<file path="src/design/lsd_regs.vh">
// Constants of the serial LED sink driver
`ifndef LSD_REGS_VH
`define LSD_REGS_VH
`define LSD_CHANNELS 16
`define LSD_CHAIN_TAP 8
`define LSD_FIFO_DEPTH 8
`define LSD_FIFO_AW 3
`define LSD_PIN_COUNT 54
`define LSD_MODE_W 3
`define LSD_MODE_GLOBAL 3'h0
`define LSD_MODE_OPEN 3'h1
`define LSD_MODE_SHORT 3'h2
`define LSD_MODE_TEMP 3'h3
`define LSD_MODE_LOWCUR 3'h4
`define LSD_RST_SERIAL_OUT 1'h1
`define LSD_RST_WORD 16'h0000
`endif

</file>
<file path="src/design/lsd_sync.v">
// Two-flop synchroniser for a bundle of pin inputs
`timescale 1ns/1ps
module lsd_sync #(
    parameter WIDTH = 1
) (
    input wire clk_sys_i,
    input wire rst_i,
    input wire [WIDTH-1:0] async_i,
    output wire [WIDTH-1:0] sync_o
);
    reg [WIDTH-1:0] meta_q;
    reg [WIDTH-1:0] sync_q;

    // First stage feeds only the second stage
    always @(posedge clk_sys_i or posedge rst_i) begin
        if (rst_i) begin
            meta_q <= {WIDTH{1'b0}};
            sync_q <= {WIDTH{1'b0}};
        end else begin
            meta_q <= async_i;
            sync_q <= meta_q;
        end
    end

    assign sync_o = sync_q;
endmodule

</file>
<file path="src/design/lsd_fifo.v">
// Word FIFO with valid/ready on both sides
`timescale 1ns/1ps
module lsd_fifo #(
    parameter WIDTH = 16,
    parameter DEPTH = 8,
    parameter AW = 3
) (
    input wire clk_sys_i,
    input wire rst_i,
    input wire in_valid_i,
    output wire in_ready_o,
    input wire [WIDTH-1:0] in_data_i,
    output wire out_valid_o,
    input wire out_ready_i,
    output wire [WIDTH-1:0] out_data_o
);
    reg [WIDTH-1:0] mem [0:DEPTH-1];
    reg [AW-1:0] wr_q;
    reg [AW-1:0] rd_q;
    reg [AW:0] count_q;
    wire push;
    wire pop;

    assign in_ready_o = (count_q != DEPTH[AW:0]);
    assign out_valid_o = (count_q != {(AW+1){1'b0}});
    assign push = in_valid_i & in_ready_o;
    assign pop = out_valid_o & out_ready_i;
    assign out_data_o = mem[rd_q];

    always @(posedge clk_sys_i) begin
        if (push) begin
            mem[wr_q] <= in_data_i;
        end
    end

    // Pointers wrap at DEPTH, which need not be a power of two
    always @(posedge clk_sys_i or posedge rst_i) begin
        if (rst_i) begin
            wr_q <= {AW{1'b0}};
            rd_q <= {AW{1'b0}};
            count_q <= {(AW+1){1'b0}};
        end else begin
            if (push) begin
                if (wr_q == DEPTH[AW-1:0] - 1'b1) begin
                    wr_q <= {AW{1'b0}};
                end else begin
                    wr_q <= wr_q + 1'b1;
                end
            end
            if (pop) begin
                if (rd_q == DEPTH[AW-1:0] - 1'b1) begin
                    rd_q <= {AW{1'b0}};
                end else begin
                    rd_q <= rd_q + 1'b1;
                end
            end
            if (push && !pop) begin
                count_q <= count_q + 1'b1;
            end else if (pop && !push) begin
                count_q <= count_q - 1'b1;
            end
        end
    end
endmodule

</file>
<file path="src/design/lsd_top.v">
// Serial-input sixteen-channel LED sink driver, digital core
//
// Behaviour
// - outside error mode each serial clock rise shifts serial_in into the shift register.
// - in normal mode serial_out shows a bit 8.5 clocks after capture.
// - sixteen sink outputs, one per channel, follow the displayed pattern.
// - displayed pattern sits in a data register apart from the shifter.
// - data register loads from the queue after a rising transfer edge outside error mode, while hold is low; not while shifting.
// - drive_gate_n low enables all sinks, high disables them.
// - drive_gate_n rules the sinks in every mode, diagnostics included.
// - in error mode each serial clock rise steps to the next mode.
// - global detection mode drives serial_out 0 on error, 1 if clean.
// - load captures global fault and per-channel diagnostic results.
// - low-current diagnostic mode requests reduced test current.
`timescale 1ns/1ps
`include "lsd_regs.vh"
module lsd_top #(
    parameter CHANNELS = `LSD_CHANNELS,
    parameter CHAIN_TAP = `LSD_CHAIN_TAP,
    parameter FIFO_DEPTH = `LSD_FIFO_DEPTH,
    parameter FIFO_AW = `LSD_FIFO_AW
) (
    input wire clk_sys_i,
    input wire rst_i,
    input wire serial_clk_i,
    input wire serial_in_i,
    input wire load_strobe_i,
    input wire drive_gate_n_i,
    input wire error_mode_i,
    input wire hold_i,
    input wire [15:0] fault_open_i,
    input wire [15:0] fault_short_i,
    input wire [15:0] fault_temp_i,
    output reg [15:0] sink_outputs_o,
    output reg serial_out_o,
    output reg load_ready_o,
    output reg low_current_o,
    output reg [2:0] error_mode_o,
    output reg [15:0] diag_result_o
);
    // Rising edge from a sampled level and its previous sample
    function rise;
        input cur;
        input prev;
        begin
            rise = cur & ~prev;
        end
    endfunction

    // Falling edge from a sampled level and its previous sample
    function fall;
        input cur;
        input prev;
        begin
            fall = ~cur & prev;
        end
    endfunction

    // Next diagnostic mode, wrapping after the low-current test
    function [2:0] next_mode;
        input [2:0] mode;
        begin
            if (mode == `LSD_MODE_LOWCUR) begin
                next_mode = `LSD_MODE_GLOBAL;
            end else begin
                next_mode = mode + 3'h1;
            end
        end
    endfunction

    wire [53:0] pins_raw;
    wire [53:0] pins_s;
    wire sclk_s;
    wire sdata_s;
    wire load_s;
    wire gate_n_s;
    wire errm_s;
    wire hold_s;
    wire [15:0] open_s;
    wire [15:0] short_s;
    wire [15:0] temp_s;

    assign pins_raw = {fault_temp_i, fault_short_i, fault_open_i,
                       hold_i, error_mode_i, drive_gate_n_i,
                       load_strobe_i, serial_in_i, serial_clk_i};

    // Pins come from the host's domain and are sampled twice
    lsd_sync #(
        .WIDTH(`LSD_PIN_COUNT)
    ) u_sync (
        .clk_sys_i(clk_sys_i),
        .rst_i(rst_i),
        .async_i(pins_raw),
        .sync_o(pins_s)
    );

    assign sclk_s = pins_s[0];
    assign sdata_s = pins_s[1];
    assign load_s = pins_s[2];
    assign gate_n_s = pins_s[3];
    assign errm_s = pins_s[4];
    assign hold_s = pins_s[5];
    assign open_s = pins_s[21:6];
    assign short_s = pins_s[37:22];
    assign temp_s = pins_s[53:38];

    reg sclk_prev_q;
    reg load_prev_q;
    reg sdata_prev_q;
    wire sclk_rise;
    wire sclk_fall;
    wire load_rise;

    // Serial clock is sampled at 40 MHz, so it must run well below that
    always @(posedge clk_sys_i or posedge rst_i) begin
        if (rst_i) begin
            sclk_prev_q <= 1'b0;
            load_prev_q <= 1'b0;
            sdata_prev_q <= 1'b0;
        end else begin
            sclk_prev_q <= sclk_s;
            load_prev_q <= load_s;
            sdata_prev_q <= sdata_s;
        end
    end

    assign sclk_rise = rise(sclk_s, sclk_prev_q);
    assign sclk_fall = fall(sclk_s, sclk_prev_q);
    assign load_rise = rise(load_s, load_prev_q);

    // Data taken from the sample before the edge, held around it
    reg [CHANNELS-1:0] shift_q;
    reg [CHANNELS-1:0] shift_d;

    always @* begin
        shift_d = shift_q;
        if (sclk_rise && !errm_s) begin
            shift_d = {shift_q[CHANNELS-2:0], sdata_prev_q};
        end
    end

    always @(posedge clk_sys_i or posedge rst_i) begin
        if (rst_i) begin
            shift_q <= `LSD_RST_WORD;
        end else begin
            shift_q <= shift_d;
        end
    end

    // Error mode: the serial clock steps modes instead of shifting
    reg [2:0] mode_q;
    reg [2:0] mode_d;

    always @* begin
        mode_d = mode_q;
        if (!errm_s) begin
            mode_d = `LSD_MODE_GLOBAL;
        end else if (sclk_rise) begin
            mode_d = next_mode(mode_q);
        end
    end

    always @(posedge clk_sys_i or posedge rst_i) begin
        if (rst_i) begin
            mode_q <= `LSD_MODE_GLOBAL;
        end else begin
            mode_q <= mode_d;
        end
    end

    // Fault results captured on load while in error mode
    reg glob_err_q;
    reg [CHANNELS-1:0] open_res_q;
    reg [CHANNELS-1:0] short_res_q;
    reg [CHANNELS-1:0] temp_res_q;

    always @(posedge clk_sys_i or posedge rst_i) begin
        if (rst_i) begin
            glob_err_q <= 1'b0;
            open_res_q <= `LSD_RST_WORD;
            short_res_q <= `LSD_RST_WORD;
            temp_res_q <= `LSD_RST_WORD;
        end else if (load_rise && errm_s) begin
            glob_err_q <= |{open_s, short_s, temp_s};
            open_res_q <= open_s;
            short_res_q <= short_s;
            temp_res_q <= temp_s;
        end
    end

    // Transfer path: load pushes the word, the data register pops it
    wire fifo_in_ready;
    wire fifo_out_valid;
    wire fifo_out_ready;
    wire [CHANNELS-1:0] fifo_out_data;
    wire fifo_push;

    // A load while the FIFO is full is dropped; load_ready_o warns
    assign fifo_push = load_rise & ~errm_s;
    // Hold freezes the display so queued patterns back up
    assign fifo_out_ready = ~hold_s;

    lsd_fifo #(
        .WIDTH(CHANNELS),
        .DEPTH(FIFO_DEPTH),
        .AW(FIFO_AW)
    ) u_fifo (
        .clk_sys_i(clk_sys_i),
        .rst_i(rst_i),
        .in_valid_i(fifo_push),
        .in_ready_o(fifo_in_ready),
        .in_data_i(shift_q),
        .out_valid_o(fifo_out_valid),
        .out_ready_i(fifo_out_ready),
        .out_data_o(fifo_out_data)
    );

    reg [CHANNELS-1:0] data_q;

    // Shifting never touches this register
    always @(posedge clk_sys_i or posedge rst_i) begin
        if (rst_i) begin
            data_q <= `LSD_RST_WORD;
        end else if (fifo_out_valid && fifo_out_ready) begin
            data_q <= fifo_out_data;
        end
    end

    // Gate applied last so no mode can override it
    wire [CHANNELS-1:0] gate_mask;

    assign gate_mask = {CHANNELS{~gate_n_s}};

    always @(posedge clk_sys_i or posedge rst_i) begin
        if (rst_i) begin
            sink_outputs_o <= `LSD_RST_WORD;
        end else begin
            sink_outputs_o <= data_q & gate_mask;
        end
    end

    // Chain output: bit reaches the tap after 8 rises, shown at the fall
    reg chain_q;

    always @(posedge clk_sys_i or posedge rst_i) begin
        if (rst_i) begin
            chain_q <= `LSD_RST_SERIAL_OUT;
        end else if (sclk_fall) begin
            chain_q <= shift_q[CHAIN_TAP];
        end
    end

    always @(posedge clk_sys_i or posedge rst_i) begin
        if (rst_i) begin
            serial_out_o <= `LSD_RST_SERIAL_OUT;
        end else if (errm_s && mode_q == `LSD_MODE_GLOBAL) begin
            serial_out_o <= ~glob_err_q;
        // Mode lingers one cycle after the pin drops; keep the line high
        end else if (errm_s || mode_q != `LSD_MODE_GLOBAL) begin
            serial_out_o <= 1'b1;
        end else begin
            serial_out_o <= chain_q;
        end
    end

    // Diagnostic read-back and mode status
    reg [CHANNELS-1:0] diag_d;

    always @* begin
        case (mode_q)
            `LSD_MODE_OPEN: begin
                diag_d = open_res_q;
            end
            `LSD_MODE_SHORT: begin
                diag_d = short_res_q;
            end
            `LSD_MODE_TEMP: begin
                diag_d = temp_res_q;
            end
            default: begin
                diag_d = {{(CHANNELS-1){1'b0}}, glob_err_q};
            end
        endcase
    end

    // Flags follow mode_q so they stay in step with error_mode_o
    always @(posedge clk_sys_i or posedge rst_i) begin
        if (rst_i) begin
            diag_result_o <= `LSD_RST_WORD;
            error_mode_o <= `LSD_MODE_GLOBAL;
            low_current_o <= 1'b0;
            load_ready_o <= 1'b0;
        end else begin
            diag_result_o <= errm_s ? diag_d : `LSD_RST_WORD;
            error_mode_o <= mode_q;
            low_current_o <= (mode_q == `LSD_MODE_LOWCUR);
            load_ready_o <= fifo_in_ready;
        end
    end
endmodule

</file>
<file path="config.mk">
export PLATFORM = sky130hd
export DESIGN_NAME = lsd_top
export DESIGN_NICKNAME = d
export VERILOG_FILES = /design/src/design/lsd_sync.v /design/src/design/lsd_fifo.v /design/src/design/lsd_top.v
export VERILOG_INCLUDE_DIRS = /design/src /design/src/design
export SDC_FILE = /design/constraint.sdc
export NUM_CORES = 1
export LEC_CHECK = 0
export BUFFER_PORTS_ARGS = -buffer_cell sky130_fd_sc_hd__buf_2
export CAP_MARGIN = 20
export CORE_ASPECT_RATIO = 0.8
export CORE_UTILIZATION = 43
export CTS_CLUSTER_SIZE = 25
export DETAILED_ROUTE_END_ITERATION = 6
export SLEW_MARGIN = 20
export SYNTH_ARGS = -nofsm -noshare
export SYNTH_HDL_FRONTEND = slang
export SYNTH_SLANG_ARGS = --single-unit
export TNS_END_PERCENT = 5
</file>
<file path="constraint.sdc">
create_clock -name clk_sys_i -period 8.04 [get_ports clk_sys_i]
set_input_delay 0.402 -clock clk_sys_i [delete_from_list [all_inputs] [get_ports clk_sys_i]]
set_output_delay 0.402 -clock clk_sys_i [all_outputs]
set_load 0.02 [all_outputs]
</file>
==> results by group <==
Cells and area
  • # fillers: 2,353
  • Storage element area: 9950 um2
  • Post-layout net count: 930
  • Multi-input gate area: 2810 um2
  • Most common cell after layout, fill and taps aside: dfrtp_1
  • Share of cells above drive strength 1: 30.8%
  • Area Overhead vs Synth: 19.2%
  • Final Util: 52.4%
  • Ant. Diodes: 0
  • Most frequent cells in the layout: dfrtp_1, edfxtp_1, buf_2

Logic synthesis
  • Register area share after synthesis: 76.9%
  • Mapped Area: 12,900 um2
  • Top cell type's share of synthesized area: 46.8%
  • Synth Area per Inst: 18.5 um2
  • Ys Warns: 0
  • Yosys cell types: 43
  • Largest area contributor in the netlist: dfrtp_1
  • Synth Register Bits: 372
  • Cells after Synth: 700
  • Syn nets: 769
  • Largest cells by area after synthesis: dfrtp_1, edfxtp_1, mux2_2

Job
  • Max-Cap Viols: 0

Timing
  • Fmax: 0.305 GHz
  • Worst slew pin tran: 1.11 ns
  • Minimum clock period: 3.27 ns
  • Final period utilization: 40.7%
  • RSZ-0062 raised after global routing: no
  • Final hold violation count: 0
  • Slew Viols, Final: 0
  • Clock Skew: 0.0183 ns
  • Slew Limit Headroom: 26.2%
  • Final setup fails: 0
  • Total Negative Setup Slacks: 0 ns

Route
  • DR WL/cell: 19.4 um
  • DRT antenna net count: 0
  • Via density: 5.11
  • Routed WL: 24,500 um
  • DR iter-0 viols: 447
  • Via count: 6,454
  • Drt drc: 0
  • Router iterations before antenna repair: 5

Critical path
  • Crit Path Max Fanout: 9
  • Slowest stage delay, CP: 0.52 ns
  • CP required: 8.41 ns
  • CP dominant cell by count: ha_1
  • Crit-path cells: nor4b_1, or3_1, clkinv_2, ha_1, inv_1, ha_1, a21o_1, a21oi_1, mux2i_1, o31ai_1
  • Critical path's slowest cell: nor4b_1
  • R2R Setup Slk: 4.77 ns
  • Crit path kind: register to register
  • Startpoint type of the worst setup path: register
  • Worst Setup End Kind: register
  • Crit path arrival time: 3.64 ns

Place
  • I/O Buffers: 93
  • Final Wtd Congestion: 0.819
  • HPWL Detailed: 14,900 um

Power
  • Power per Cell Area: 309 nW/um2
  • Peak supply drop: 0.153 mV
  • Lkg Pwr: 6.40 nW
  • Tot Pwr: 4.76 mW

GRT
  • Global route total overflow: 0
  • Total track usage: 16.7%
  • Initial antenna violation count: 0
  • Pin count of the biggest net entering global routing: 105
  • Vias in the first global route: 6,759
  • First-pass GRT wire length: 38,800 um

Run status
  • Outcome: finished clean

Die
  • Initial Util: 44.0%
  • FP Rows: 56
  • Die X: 196 um
  • Top Ports: 94
  • Core ar.: 29,400 um2
  • Die area: 30,800 um2
  • Die Span Y: 157 um

CTS
  • Num CTS Buffers: 37
  • Clk Latency, worst-skew pair: 0.51 ns
  • H-tree depth: 2
  • Clk root buf: clkbuf_16
  • Deepest clock path buffer count: 3
  • Clk sinks: 372
  • Setup bufs post-CTS: 0
  • CTS tree: done
  • CTS clk-pin slew, worst paths: 0.06 ns
  • # resized after CTS: 0
  • CTS hold repair buffers: 44

Hold path
  • Worst Hold Class: input port to register
## state kept, by name, summed over array words and instances (netlist names), 3 cells and up
signal	count
shift_q	16
data_q	16
u_sync.meta_q	54
u_fifo.mem	128
u_fifo.wr_q	3
u_sync.sync_o	54
u_fifo.count_q	4
error_mode_o	3
open_res_q	16
sink_outputs_o	16
temp_res_q	16
u_fifo.rd_q	3
mode_q	3
diag_result_o	16
short_res_q	16
## synth_stat cells, drive strengths merged
master / n
a2111oi: 1
a21boi: 1
a21o: 2
a21oi: 18
a222oi: 16
and2: 3
buf: 22
clkbuf: 8
clkinv: 1
dfrtp: 242
dfstp: 2
edfxtp: 128
fa: 1
ha: 12
inv: 8
mux2: 69
mux2i: 18
mux4: 32
nand2: 14
nand2b: 5
nand3: 1
nand3b: 1
nand4: 3
nor2: 37
nor2b: 19
nor3: 8
nor4: 15
nor4b: 1
o21ai: 5
o31ai: 2
or2: 1
or3: 1
or4: 1
xnor2: 2
## cells by family (layout without fill, tap and decap cells)
group | after synthesis | in the layout | synth area share [%]
adder cells (fa/ha/maj) | 13 | 13 | 1.31
XOR/XNOR | 2 | 2 | 0.135
flip-flops | 372 | 372 | 76.9
multiplexers | 119 | 119 | 13.0
AND/OR/NAND/NOR | 110 | 110 | 4.38
AO/OA/AOI/OAI | 45 | 45 | 2.59
buffers and inverters | 39 | 224 | 1.70
## critical path, delay by kind of cell, from the launching register on
family / cells / cell delay (ns)
AOI/OAI and AO/OA: 3 / 0.53
adders and majority gates: 2 / 0.52
buffers and inverters: 2 / 0.34
DFF: 1 / 0.45
muxes: 1 / 0.25
and+or+nand+nor: 2 / 1.04
## area by class of cell
cell class,instances,share of cell area [%]
timing repair buffer,152,6.66
clock inverter,6,0.243
clock buffer,57,7.03
inverter,9,0.276
sequential,372,64.5
tap,377,3.06
multi-input combinational,289,18.2
## power breakdown
part | total [mW] | internal [mW] | switching (mW)
sequential | 2.40 | 2.21 | 0.185
combinational | 0.768 | 0.380 | 0.388
clock | 1.60 | 0.927 | 0.670
## final timing paths
check / start / endpoint / cells after the start
max: u_fifo.count_q[0] / u_fifo.count_q[3] / 10
min: fault_short_i[7] / u_sync.meta_q[29] / 1
max reg2reg: u_fifo.count_q[0] / u_fifo.count_q[3] / 10
min reg2reg: u_sync.meta_q[12] / u_sync.sync_o[12] / 0
max in group asynchronous: rst_i / shift_q[2] / 3
min in group asynchronous: rst_i / data_q[11] / 2
## metrics by stage
step	hold slack (ns)	std cells	setup WS, ns	area (um2)
after floorplan	0.331	700	0.940	12900
after global placement	0.331	1153	5.00	13800
after detailed placement	0.335	1153	4.81	13800
after CTS	0.000744	1260	4.79	15400
after global routing	0.000453	1262	4.53	15400
final	0.0175	1262	4.77	15400
## routing by layer
metal  global-route usage [%]  vias up  wire, um
li1                         -     2916         -
met1                     24.8     3357     12000
met2                     25.8      141     11100
met3                     2.87       40       991
met4                     4.43        0       459
met5                        0        -         0
Power figures use the tool's default switching activity.
